## src/core/alu_pkg.sv

```systemverilog
// Constants and types shared by the add/AND datapath and its adder.
// Assumes one core clock and a decoder that presents one decoded operation per cycle.
package alu_pkg;

	// ==========================================================
	// Widths
	localparam int DATA_WIDTH = 8;
	localparam int ADDR_WIDTH = 6;
	localparam int BIT_SEL_WIDTH = 3;
	localparam int HALF_CARRY_POS = 4;

	// ==========================================================
	// Operand address limits per page
	localparam logic [5:0] DIRECT_ADDR_MIN = 6'h00;
	localparam logic [5:0] DIRECT_ADDR_MAX = 6'h3f;
	localparam logic [5:0] CONTROL_ADDR_MIN = 6'h05;
	localparam logic [5:0] CONTROL_ADDR_MAX = 6'h0f;
	localparam logic [5:0] SPECIAL_ADDR_MIN = 6'h00;
	localparam logic [5:0] SPECIAL_ADDR_MAX = 6'h0f;

	// ==========================================================
	// Destination selector values
	localparam logic DEST_WORK = 1'b0;
	localparam logic DEST_REG = 1'b1;

	// ==========================================================
	// Reset values (reset stands for power-up)
	localparam logic [7:0] WORK_REG_RESET = 8'h00;
	localparam logic ZERO_FLAG_RESET = 1'b0;
	localparam logic HALF_CARRY_FLAG_RESET = 1'b0;
	localparam logic CARRY_FLAG_RESET = 1'b0;
	localparam logic POWER_DOWN_FLAG_RESET = 1'b1;
	localparam logic TIMEOUT_FLAG_RESET = 1'b1;

	// ==========================================================
	// Timing: every operation here completes in one cycle
	localparam int CLK_PERIOD_NS = 8;
	localparam int OP_CYCLES = 1;

	// ==========================================================
	// Decoded operations
	typedef enum logic [3:0] {
		NOP_OP = 4'h0,
		ADD_REG_WITH_CARRY_OP = 4'h1,
		ADD_REG_OP = 4'h2,
		ADD_IMM_WITH_CARRY_OP = 4'h3,
		ADD_IMM_OP = 4'h4,
		AND_REG_OP = 4'h5,
		BIT_CLEAR_OP = 4'h6,
		WATCHDOG_KICK_OP = 4'h7,
		SLEEP_OP = 4'h8,
		SUB_REG_OP = 4'h9
	} op_type;

	// Register pages
	typedef enum logic [1:0] {
		DIRECT_PAGE = 2'b00,
		CONTROL_PAGE = 2'b01,
		SPECIAL_PAGE = 2'b10
	} page_type;

endpackage

```

## src/core/alu_adder.sv

```systemverilog
// Eight-bit adder with carry in, carry out and half carry.
// Purely combinational; the caller registers the results.
module alu_adder
	import alu_pkg::*;
(
	input wire logic [alu_pkg::DATA_WIDTH-1:0] addendA,
	input wire logic [alu_pkg::DATA_WIDTH-1:0] addendB,
	input wire logic carryIn,
	output logic [alu_pkg::DATA_WIDTH-1:0] sum,
	output logic carryOut,
	output logic halfCarry
);

	// ==========================================================
	// Low nibble first, so the half carry is a real carry and not a guess
	logic [HALF_CARRY_POS:0] lowSum;
	logic [DATA_WIDTH-HALF_CARRY_POS:0] highSum;

	assign lowSum = {1'b0, addendA[HALF_CARRY_POS-1:0]}
		+ {1'b0, addendB[HALF_CARRY_POS-1:0]}
		+ {{HALF_CARRY_POS{1'b0}}, carryIn};
	assign highSum = {1'b0, addendA[DATA_WIDTH-1:HALF_CARRY_POS]}
		+ {1'b0, addendB[DATA_WIDTH-1:HALF_CARRY_POS]}
		+ {{(DATA_WIDTH-HALF_CARRY_POS){1'b0}}, lowSum[HALF_CARRY_POS]};
	assign sum = {highSum[DATA_WIDTH-HALF_CARRY_POS-1:0], lowSum[HALF_CARRY_POS-1:0]};
	assign halfCarry = lowSum[HALF_CARRY_POS];
	assign carryOut = highSum[DATA_WIDTH-HALF_CARRY_POS];

endmodule // alu_adder

```

## src/core/mcu_alu_add_and_flags.sv

```systemverilog
// Add, add-with-carry, AND and bit-clear datapath with status flags.
// Assumes the sequencer presents the addressed register value on regRdData in the
// same cycle as the operation, and commits regWr* one cycle later.
module mcu_alu_add_and_flags
	import alu_pkg::*;
(
	input wire logic clk,
	input wire logic rst_n,
	input wire logic clkEn,
	input wire logic opValid,
	input wire alu_pkg::op_type opCode,
	input wire alu_pkg::page_type regPage,
	input wire logic [alu_pkg::ADDR_WIDTH-1:0] regAddr,
	input wire logic destSel,
	input wire logic [alu_pkg::DATA_WIDTH-1:0] immData,
	input wire logic [alu_pkg::BIT_SEL_WIDTH-1:0] bitSel,
	input wire logic [alu_pkg::DATA_WIDTH-1:0] regRdData,
	input wire logic watchdogTimeout,
	output logic [alu_pkg::DATA_WIDTH-1:0] workReg,
	output logic regWrEn,
	output alu_pkg::page_type regWrPage,
	output logic [alu_pkg::ADDR_WIDTH-1:0] regWrAddr,
	output logic [alu_pkg::DATA_WIDTH-1:0] regWrData,
	output logic opDone,
	output logic opReject,
	output logic zeroFlag,
	output logic halfCarryFlag,
	output logic carryFlag,
	output logic powerDownFlag,
	output logic timeoutFlag
);

	// ==========================================================
	// Address range check per page
	function automatic logic addrLegal(input page_type page, input logic [ADDR_WIDTH-1:0] addr);
		logic ok;
		ok = 1'b0;
		if (page == DIRECT_PAGE)
			ok = (addr >= DIRECT_ADDR_MIN) && (addr <= DIRECT_ADDR_MAX);
		else if (page == CONTROL_PAGE)
			ok = (addr >= CONTROL_ADDR_MIN) && (addr <= CONTROL_ADDR_MAX);
		else if (page == SPECIAL_PAGE)
			ok = (addr >= SPECIAL_ADDR_MIN) && (addr <= SPECIAL_ADDR_MAX);
		return ok;
	endfunction

	// ==========================================================
	// Operation classes
	logic taken;
	logic isAddRegCarry;
	logic isAddReg;
	logic isAddImmCarry;
	logic isAddImm;
	logic isAnd;
	logic isBitClear;
	logic isSub;
	logic isKick;
	logic isSleep;
	logic usesReg;
	logic isArith;
	logic useImm;
	logic useCarry;
	logic addrOk;
	logic accept;

	assign taken = clkEn && opValid;
	assign isAddRegCarry = opCode == ADD_REG_WITH_CARRY_OP;
	assign isAddReg = opCode == ADD_REG_OP;
	assign isAddImmCarry = opCode == ADD_IMM_WITH_CARRY_OP;
	assign isAddImm = opCode == ADD_IMM_OP;
	assign isAnd = opCode == AND_REG_OP;
	assign isBitClear = opCode == BIT_CLEAR_OP;
	assign isSub = opCode == SUB_REG_OP;
	assign isKick = opCode == WATCHDOG_KICK_OP;
	assign isSleep = opCode == SLEEP_OP;
	assign usesReg = isAddRegCarry || isAddReg || isAnd || isBitClear || isSub;
	assign isArith = isAddRegCarry || isAddReg || isAddImmCarry || isAddImm || isSub;
	assign useImm = isAddImmCarry || isAddImm;
	assign useCarry = isAddRegCarry || isAddImmCarry;
	// Out-of-range operands are refused whole: nothing is written, no flag moves
	assign addrOk = !usesReg || addrLegal(regPage, regAddr);
	assign accept = taken && addrOk;

	// ==========================================================
	// Adder operands; subtraction is register plus inverted work plus one
	logic [DATA_WIDTH-1:0] addendA;
	logic [DATA_WIDTH-1:0] addendB;
	logic adderCarryIn;
	logic [DATA_WIDTH-1:0] addSum;
	logic addCarry;
	logic addHalf;

	assign addendA = isSub ? regRdData : workReg;
	assign addendB = useImm ? immData : (isSub ? ~workReg : regRdData);
	assign adderCarryIn = useCarry ? carryFlag : isSub;

	alu_adder adder (
		.addendA(addendA),
		.addendB(addendB),
		.carryIn(adderCarryIn),
		.sum(addSum),
		.carryOut(addCarry),
		.halfCarry(addHalf)
	);

	// ==========================================================
	// Bit-clear mask, one lane per bit position
	logic [DATA_WIDTH-1:0] clearMask;
	genvar lane;
	generate
		for (lane = 0; lane < DATA_WIDTH; lane++)
		begin : g_mask
			assign clearMask[lane] = (bitSel != BIT_SEL_WIDTH'(lane));
		end
	endgenerate

	// ==========================================================
	// Result and destination selection
	logic [DATA_WIDTH-1:0] result;
	logic toWork;
	logic toReg;

	assign result = isArith ? addSum
		: isAnd ? (workReg & regRdData)
		: (regRdData & clearMask);
	// Immediate forms always land in the work register
	assign toWork = accept && (useImm || ((isAddRegCarry || isAddReg || isAnd || isSub)
		&& destSel == DEST_WORK));
	assign toReg = accept && (isBitClear || ((isAddRegCarry || isAddReg || isAnd || isSub)
		&& destSel == DEST_REG));

	// ==========================================================
	// Next values of the flags
	logic next_zeroFlag;
	logic next_halfCarryFlag;
	logic next_carryFlag;
	logic next_powerDownFlag;
	logic next_timeoutFlag;

	assign next_zeroFlag = (accept && (isArith || isAnd)) ? (result == 8'h00) : zeroFlag;
	assign next_halfCarryFlag = (accept && isArith) ? addHalf : halfCarryFlag;
	assign next_carryFlag = (accept && isArith) ? addCarry : carryFlag;
	assign next_powerDownFlag = (accept && isKick) ? 1'b1
		: (accept && isSleep) ? 1'b0 : powerDownFlag;
	// A timeout in the same cycle as a kick or sleep wins, so the event is not lost
	assign next_timeoutFlag = (clkEn && watchdogTimeout) ? 1'b0
		: (accept && (isKick || isSleep)) ? 1'b1 : timeoutFlag;

	// ==========================================================
	// Flag registers; reset stands for power-up
	always_ff @(posedge clk)
	begin
		if (!rst_n)
		begin
			zeroFlag <= ZERO_FLAG_RESET;
			halfCarryFlag <= HALF_CARRY_FLAG_RESET;
			carryFlag <= CARRY_FLAG_RESET;
			powerDownFlag <= POWER_DOWN_FLAG_RESET;
			timeoutFlag <= TIMEOUT_FLAG_RESET;
		end
		else if (clkEn)
		begin
			zeroFlag <= next_zeroFlag;
			halfCarryFlag <= next_halfCarryFlag;
			carryFlag <= next_carryFlag;
			powerDownFlag <= next_powerDownFlag;
			timeoutFlag <= next_timeoutFlag;
		end
	end

	// ==========================================================
	// Work register and write-back port
	always_ff @(posedge clk)
	begin
		if (!rst_n)
		begin
			workReg <= WORK_REG_RESET;
			regWrEn <= 1'b0;
			regWrPage <= DIRECT_PAGE;
			regWrAddr <= '0;
			regWrData <= '0;
		end
		else if (clkEn)
		begin
			if (toWork)
				workReg <= result;
			regWrEn <= toReg;
			regWrPage <= regPage;
			regWrAddr <= regAddr;
			regWrData <= result;
		end
	end

	// ==========================================================
	// Completion and refusal pulses, one cycle each
	always_ff @(posedge clk)
	begin
		if (!rst_n)
		begin
			opDone <= 1'b0;
			opReject <= 1'b0;
		end
		else if (clkEn)
		begin
			opDone <= accept;
			opReject <= taken && !addrOk;
		end
	end
endmodule // mcu_alu_add_and_flags

```

## config.mk

```make
export PLATFORM = sky130hd
export DESIGN_NAME = mcu_alu_add_and_flags
export DESIGN_NICKNAME = d
export VERILOG_FILES = /design/src/core/alu_pkg.sv /design/src/core/alu_adder.sv /design/src/core/mcu_alu_add_and_flags.sv
export SDC_FILE = /design/constraint.sdc
export NUM_CORES = 1
export LEC_CHECK = 0
export BUFFER_PORTS_ARGS = -buffer_cell sky130_fd_sc_hd__buf_2
export CORE_AREA = 3 3 92 77
export CTS_BUF_LIST = sky130_fd_sc_hd__clkbuf_8 sky130_fd_sc_hd__clkbuf_16
export CTS_CLUSTER_DIAMETER = 60
export DETAILED_ROUTE_END_ITERATION = 8
export DIE_AREA = 0 0 95 80
export HOLD_SLACK_MARGIN = 0.15
export PLACE_DENSITY = 0.61
export SLEW_MARGIN = 30
export SYNTH_ARGS = -nofsm -noshare
export SYNTH_HDL_FRONTEND = slang
export SYNTH_SLANG_ARGS = --single-unit
```

## constraint.sdc

```tcl
create_clock -name clk -period 5.8 [get_ports clk]
set_input_delay 0.29 -clock clk [delete_from_list [all_inputs] [get_ports clk]]
set_output_delay 0.29 -clock clk [all_outputs]
set_load 0.01 [all_outputs]
```

# Yosys cells after proc, flatten, opt, wreduce, memory -nomap -nowiden
# Index checks and enable logic that the tools add are counted.
[classes]
addsub = 4
magnitude_cmp = 4
eq_ne = 18
n_mux = 13
bitwise = 4
reduce_logical = 43
[ops]
columns = ["cell", "count"]
rows = [
  ["$mux W8", 5],
  ["$and A8 B8 Y8", 2],
  ["$eq A4 B3 Y1 const B", 4],
  ["$logic_and A1 B1 Y1", 16],
  ["$logic_or A1 B1 Y1", 15],
  ["$ne A3 B3 Y1 const B", 4],
  ["$add A4 B4 Y5", 2],
  ["$add A5 B1 Y5", 2],
  ["$reduce_and A2 Y1", 5],
  ["$eq A4 B2 Y1 const B", 2],
  ["$eq A4 B4 Y1 const B", 2],
  ["$logic_not A8 Y1", 1],
  ["$mux W1", 8],
  ["$not A8 Y8", 1],
  ["$ge A6 B1 Y1 const B", 1],
  ["$ge A6 B3 Y1 const B", 1],
  ["$le A6 B4 Y1 const B", 1],
  ["$le A6 B6 Y1 const B", 1],
  ["$ne A3 B2 Y1 const B", 2],
  ["$eq A4 B1 Y1 const B", 1],
  ["$reduce_bool A2 Y1", 2],
  ["$ne A3 B1 Y1 const B", 1],
  ["$reduce_bool A3 Y1", 1],
  ["$eq A2 B1 Y1 const B", 1],
  ["other kinds (4)", 5],
]
[word_totals]
reg_bits = 32
in_bits = 37
out_inout_bits = 32
word_cells = 98

# Longest topological paths before layout
# Gate-level depths: netlist (run 1).
[logic_depth]
word_depth = 11
depth_mapped = 20
ltp_nobuf = 18

# By module
# A second synthesis (run 1) with hierarchy kept.
[unflattened]
cells_unflattened = 287
area_unflattened_um2 = 2326.0
[by_module_without_submodules]
columns = ["mod", "n_inst", "cells_each", "area_per_inst_um2", "seq_area_each_um2"]
rows = [
  ["mcu_alu_add_and_flags", 1, 255, 2042.0, 640.6],
  ["alu_adder", 1, 32, 284.0, 0.0],
]

# Least setup slack after synthesis (run 1)
# OpenSTA, ideal clock, no wires.
[synth_path]
path_kind = "input port to flip-flop"
start = "input port opCode[2]"
end = "register zeroFlag"
setup_ps = 88
t_arrival_ps = 4095
required_ps = 5712
path_slack_ps = 1617
path_stages = 19
path_buffers = 3
path_cell_list = "buf_2 > nor2b_1 > nand2b_1 > clkbuf_1 > clkbuf_1 > a21oi_1 > nor2_1 > a21oi_1 > fa_1 > inv_1 > fa_1 > a21o_1 > a21o_1 > fa_1 > fa_1 > o21ai_0 > o21ai_0 > or4_1 > o32ai_2"
[synth_via]
elab_cells_between_ends = 33
cone_classes = "4 x add/sub; 7 x eq/ne; 6 x mux; 16 x reduce/logical"
[synth_rtl]
columns = ["element", "line", "text"]
rows = [
  ["start, declared", "mcu_alu_add_and_flags.sv:11", "input wire alu_pkg::op_type opCode,"],
  ["$eq A4 B4 Y1 (tied with other cells)", "mcu_alu_add_and_flags.sv:73", "assign isSub = opCode == SUB_REG_OP;"],
  ["$mux W8 / $logic_or A1 B1 Y1 (equally long branches)", "mcu_alu_add_and_flags.sv:94, mcu_alu_add_and_flags.sv:78", ""],
  ["$mux W8", "mcu_alu_add_and_flags.sv:94", "assign addendB = useImm ? immData : (isSub ? ~workReg : regRdData);"],
  ["$add A4 B4 Y5", "alu_adder.sv:20", "+ {1'b0, addendB[HALF_CARRY_POS-1:0]}"],
  ["$add A5 B1 Y5 (*)", "alu_adder.sv:21", "+ {{HALF_CARRY_POS{1'b0}}, carryIn};"],
  ["net addHalf", "mcu_alu_add_and_flags.sv:91", "logic addHalf;"],
  ["$add A5 B1 Y5 (*)", "alu_adder.sv:24", "+ {{(DATA_WIDTH-HALF_CARRY_POS){1'b0}}, lowSum[HALF_CARRY_POS]};"],
  ["$mux W8 (*)", "mcu_alu_add_and_flags.sv:123", "assign result = isArith ? addSum"],
  ["$logic_not A8 Y1 (*)", "mcu_alu_add_and_flags.sv:140", "assign next_zeroFlag = (accept && (isArith || isAnd)) ? (result == 8'h00) : zeroFlag;"],
  ["end signal, assigned", "mcu_alu_add_and_flags.sv:163", "zeroFlag <= next_zeroFlag;"],
  ["end, declared", "mcu_alu_add_and_flags.sv:26", "output logic zeroFlag,"],
]
# Mark *: on every way through the listed nets, which the timed path passes. The rest lies on a longest branch.
# A chain may end at the register's enable or synchronous reset.

# Worst setup path after layout (run 1)
[layout_path]
start = "input port opCode[1]"
end = "register zeroFlag"
# The elaborated chain is that of the path after synthesis.

==> results of run 1 <==
cell families after synthesis:
logic type	after synthesis	share of synthesized area, %
AOI/OAI and AO/OA	80	22.9
xor gates and xnor gates	5	2.03
adders and majority gates	10	7.21
buffers and inverters	21	3.89
DFF	32	29.7
muxes	30	14.4
and+or+nand+nor	89	19.8
cells in the mapped netlist (3+ instances only):
| cell | count | area [um^2] |
|---|---|---|
| ha_1 | 6 | 75.1 |
| nor4_1 | 3 | 18.8 |
| nor3_1 | 4 | 20.0 |
| a311oi_1 | 3 | 26.3 |
| a21o_1 | 5 | 37.5 |
| inv_1 | 5 | 18.8 |
| a211oi_1 | 3 | 22.5 |
| o211ai_1 | 4 | 30.0 |
| a21oi_1 | 26 | 130 |
| xnor2_1 | 3 | 26.3 |
| mux2_2 | 8 | 90.1 |
| nand2b_1 | 8 | 50.1 |
| nor2_1 | 42 | 158 |
| fa_1 | 4 | 80.1 |
| o21ai_0 | 21 | 105 |
| clkbuf_1 | 13 | 48.8 |
| dfxtp_1 | 32 | 641 |
| a31oi_1 | 7 | 43.8 |
| nand2_1 | 18 | 67.6 |
| mux2i_1 | 22 | 220 |
worst register-to-register path, cell delays in order (launching register included):
cell and delay (ns):
dfxtp_1 0.43, nor2_1 0.07, a21oi_1 0.14, nor2_1 0.06, a21oi_1 0.19, fa_1 0.19, inv_1 0.06, fa_1 0.40
a21o_1 0.17, a21o_1 0.20, fa_1 0.41, fa_1 0.43, o21ai_0 0.08, o21ai_0 0.17, or4_1 0.52, o32ai_2 0.27
metrics by stage:
step	cell area (um^2)	setup slack, ns
3_5_place_dp	2540	0.945
2_1_floorplan	2150	1.62
4_1_cts	2630	1.24
5_1_grt	2640	0.922
6_report	2640	1.25
3_3_place_gp	2530	1.09
power by group:
part | internal (W) | switching, W | total, W
registers | 0.000231 | 0.00000650 | 0.000237
logic | 0.0000570 | 0.0000809 | 0.000138
clock network | 0.0000946 | 0.0000819 | 0.000176
worst paths after layout:
path	from	endpoint	slack [ns]	depth (start not counted)
worst min register to register	powerDownFlag	powerDownFlag	0.46	2
worst max register to register	workReg[0]	zeroFlag	1.93	15
worst max-delay path	opCode[1]	zeroFlag	1.25	18
worst min-delay path	watchdogTimeout	timeoutFlag	0.22	2
final cells by class:
type	count	area, um^2
tap	84	105
clock buffer	6	82.6
sequential	32	641
clock inverter	2	10.0
timing repair buffer	68	340
multi-input combinational	214	1440
fill	680	3640
inverter	5	18.8
flip-flops by register name, indices dropped and copies added, names as in the netlist, 2 cells and up:
register / count
workReg: 8
regWrPage: 2
regWrData: 8
regWrAddr: 6
layer usage:
layer	share of wire [%]	wire (um)
met5	0	0
met3	5.2	313
met2	44	2660
met4	0.87	53
met1	50	3040
==> run metrics, run 1 <==
Synth Cell Area 2150 um^2; first-pass GRT wire length 9950 um; Crit-path slowest cell nand2b_1; Final min period 4.55 ns; max_slew headroom 40.8%; CP top delay family simple AND/OR/NAND/NOR gates; ys flop type dfxtp_1; die outline height 80 um; min-delay worst type input pin to flip-flop; Max-Cap Viols 0; post-synthesis cell count 267; HPWL after DPL 4710 um; Synth cell types 45; critical path required time 5.99 ns; Post-synth EDFFs 0; Slew @ Worst Pin 0.889 ns; Buf/Inv on CP 2; Power Density 209 nW/um^2; WP data arrival 4.74 ns; met1 Use GR 24.8%; via count 2158; CTS resizes 0; area grow syn2layout 22.4%; gr busiest metal met1; Setup TNS 0 ns; initial antenna violation count 0; I/O pin count 69; Achievable Freq 0.220 GHz; CTS H-tree lvls 2; ys async rst share 0%; Max Buffers Root-to-Sink 2; Crit. End Element flip-flop; Seq cells post-synth 32; largest net degree at the start of global routing 33; Remaining DRCs 0; vias per std cell 5.25; Total GRT Usage 16.6%; Syn Nets 314; layout cells sized above 1 27.8%; # rows 26; final core occ 42.0%; WL/cell 14.8 um; Layout Skew 0.00582 ns; met3 usage 3.30%; hold_ws 0.222 ns; vias in the first global route 1971; crit-path cells buf_2, nand2b_1, nand2b_1, nor2_1, a21oi_1, nor2_1, a21oi_1, fa_1, inv_1, fa_1, a21o_1, a21o_1, fa_1, fa_1, o21ai_0, o21ai_0, or4_1, o32ai_2; met2 Use GR 24.1%; PortBufs 68; CTS tree yes; post-CTS setup buffers 0; RSZ-0062 raised after global routing false; Worst path max stage delay 0.69 ns; Initial Util 34.3%; Core ar. 6280 um^2; final worst path period share 78.4%; Max VDD drop 0.107 mV; commonest cells after routing, fill and taps aside buf_2, nor2_1, dfxtp_1; clk sinks 32; Syn Area/Cell 8.06 um^2; endpoints failing hold 0; Inst Count DP 403; CP max FO 24; Slew Viols, Final 0; most used cell, CP fa_1; routed wire length 6060 um; Critical Path Source Type input pin; clk root buf clkbuf_8; Die ar. 7600 um^2; commonest non-fill, non-tap cell in the layout buf_2; CTS buffer count 5; DR pass1 iterations 4; n_diodes 0; gp weighted congestion 0.835; register area share after synthesis 29.8%; grt ovf 0; fin nets 373; hold bufs inserted after CTS 0; Clk Latency, worst-skew pair 0.28 ns; WS Path Type input pin to flip-flop; Leak 1.27 nW; Detailed Route Iter0 Violations 151; Final setup viols 0; die width 95 um; status finished, final reports clean; Power, Total 0.000552 W; post-route insts no fill 411; Final ANT Viol Nets 0; yosys warns 0; CTS clk-pin slew, worst paths 0.07 ns
No activity file was read; power rests on OpenSTA's default activity.
==> inputs of run 2 (changes only) <==
==> constraint.sdc (replaced) <==
create_clock -name clk -period 4.65 [get_ports clk]
set_input_delay 0.2325 -clock clk [delete_from_list [all_inputs] [get_ports clk]]
set_output_delay 0.2325 -clock clk [all_outputs]
set_load 0.01 [all_outputs]
==> run 2 against run 1 <==
  * Clock-buffer cell count is 1 lower
  * Clock power is 44% higher
  * Worst hold slack worse by 0.046 ns
  * Final area is 1.0% higher
  * Non-clock buffer count is 2 higher
==> run metrics, run 2 (same netlist as run 1, synthesis figures left out) <==
status finished, final reports clean; critical path required time 4.84 ns; Final min period 4.03 ns; Setup TNS 0 ns; hold bufs inserted after CTS 0; multi-input logic area 1440 um^2; CTS H-tree lvls 2; via count 2169; reg2reg setup slack 0.80 ns; Remaining DRCs 0; n_diodes 0; Max VDD drop 0.140 mV; final worst path period share 86.6%; post-route insts no fill 413; first-pass GRT wire length 10100 um; Clk Latency, worst-skew pair 0.28 ns; Critical Path Source Type input pin; worst setup path startpoint opCode[3]; WL/cell 14.5 um; Slew @ Worst Pin 0.730 ns; Critical Path End zeroFlag; min-delay worst type input pin to flip-flop; I/O pin count 69; Layout Skew 0.00807 ns; die outline height 80 um; largest registers regWrData: 8 flops, workReg: 8 flops, regWrAddr: 6 flops; largest net degree at the start of global routing 33; max_slew headroom 50.7%; R2R Path Start workReg[0]; R2R cell count 15; clk sinks 32; WS Path Type input pin to flip-flop; CTS resizes 0; CTS tree yes; reg-to-reg endpoint zeroFlag; Max Buffers Root-to-Sink 2; Power Density 271 nW/um^2; endpoints failing hold 0; Leak 1.29 nW; CTS buffer count 5; vias per std cell 5.25; PortBufs 68; RSZ-0062 raised after global routing false; HPWL after DPL 4710 um; CP max FO 15; Initial Util 34.3%; final core occ 42.4%; commonest cells after routing, fill and taps aside buf_2, nor2_1, dfxtp_1; Die ar. 7600 um^2; fillers 650; initial antenna violation count 0; Detailed Route Iter0 Violations 104; area grow syn2layout 23.6%; post-CTS setup buffers 0; DR pass1 iterations 4; Crit. End Element flip-flop; Achievable Freq 0.248 GHz; Max-Cap Viols 0; die width 95 um; routed wire length 5980 um; WP data arrival 4.22 ns; Total GRT Usage 16.6%; Power, Total 0.000722 W; gp weighted congestion 0.887; Final ANT Viol Nets 0; clk root buf clkbuf_8; CTS clk-pin slew, worst paths 0.07 ns; FF/Latch Area 641 um^2; grt ovf 0; commonest non-fill, non-tap cell in the layout buf_2; Final setup viols 0; Inst Count DP 405; # rows 26; Slew Viols, Final 0; layout cells sized above 1 27.7%; vias in the first global route 2040; Core ar. 6280 um^2; fin nets 375
==> run 2: cell types whose count changed in the layout (fill, tap and decap cells not counted) <==
cell and delta:
buf_4 +2, bufinv_16 +1, clkbuf_8 -1, clkinv_2 -1
inv_1 +1, nor2_1 +1, nor2_2 -1
==> run 2: layer usage <==
metal	part of all wire [%]	wire length (um)	GRT usage, %
met1	49	2940	24.0
met2	45	2690	25.8
met3	5.3	318	3.02
met4	0.57	34	3.03
met5	0	0	0
==> run 2: worst min path at each step <==
stage / start / endpoint / slack, ns / cells after the start
floorplan: watchdogTimeout / timeoutFlag / 0.36 / 1
global placement: powerDownFlag / powerDownFlag / 0.46 / 2
detailed placement: watchdogTimeout / timeoutFlag / 0.46 / 2
CTS: watchdogTimeout / timeoutFlag / 0.17 / 2
global route: watchdogTimeout / timeoutFlag / 0.19 / 2
finish: watchdogTimeout / timeoutFlag / 0.18 / 2
==> run 2: metrics by stage <==
step | hold slack [ns] | area, um^2 | setup slack, ns
after global placement | 0.456 | 2550 | 0.507
after CTS | 0.169 | 2660 | 0.627
after detailed placement | 0.458 | 2550 | 0.341
after floorplan | 0.357 | 2150 | 0.524
after global routing | 0.194 | 2660 | 0.369
final | 0.176 | 2660 | 0.621
==> run 2: critical path, cell delays in order <==
cell and delay [ns]:
buf_2 0.22, nor2b_1 0.28, nand2b_1 0.16, a21oi_1 0.19, nor2_1 0.06, a21oi_1 0.17
fa_1 0.19, inv_1 0.06, fa_1 0.40, a21o_1 0.18, a21o_1 0.20, fa_1 0.41
fa_1 0.44, o21ai_0 0.08, o21ai_0 0.17, or4_1 0.53, o32ai_2 0.26
==> run 2: where the power goes <==
group	leakage, nW	internal [W]	switching, W
Combinational	0.969	0.0000719	0.0000999
Clock	0.0593	0.000157	0.0000976
Sequential	0.262	0.000288	0.00000815
Total	1.29	0.000516	0.000206
==> run 2: cell type report <==
type,count,area share [%]
clock inverters,3,1.46
clock buffers,5,2.58
well taps,84,3.95
inverters,5,0.705
repair buffers,70,13.3
flip-flops and latches,32,24.1
multi-input cells,214,53.9
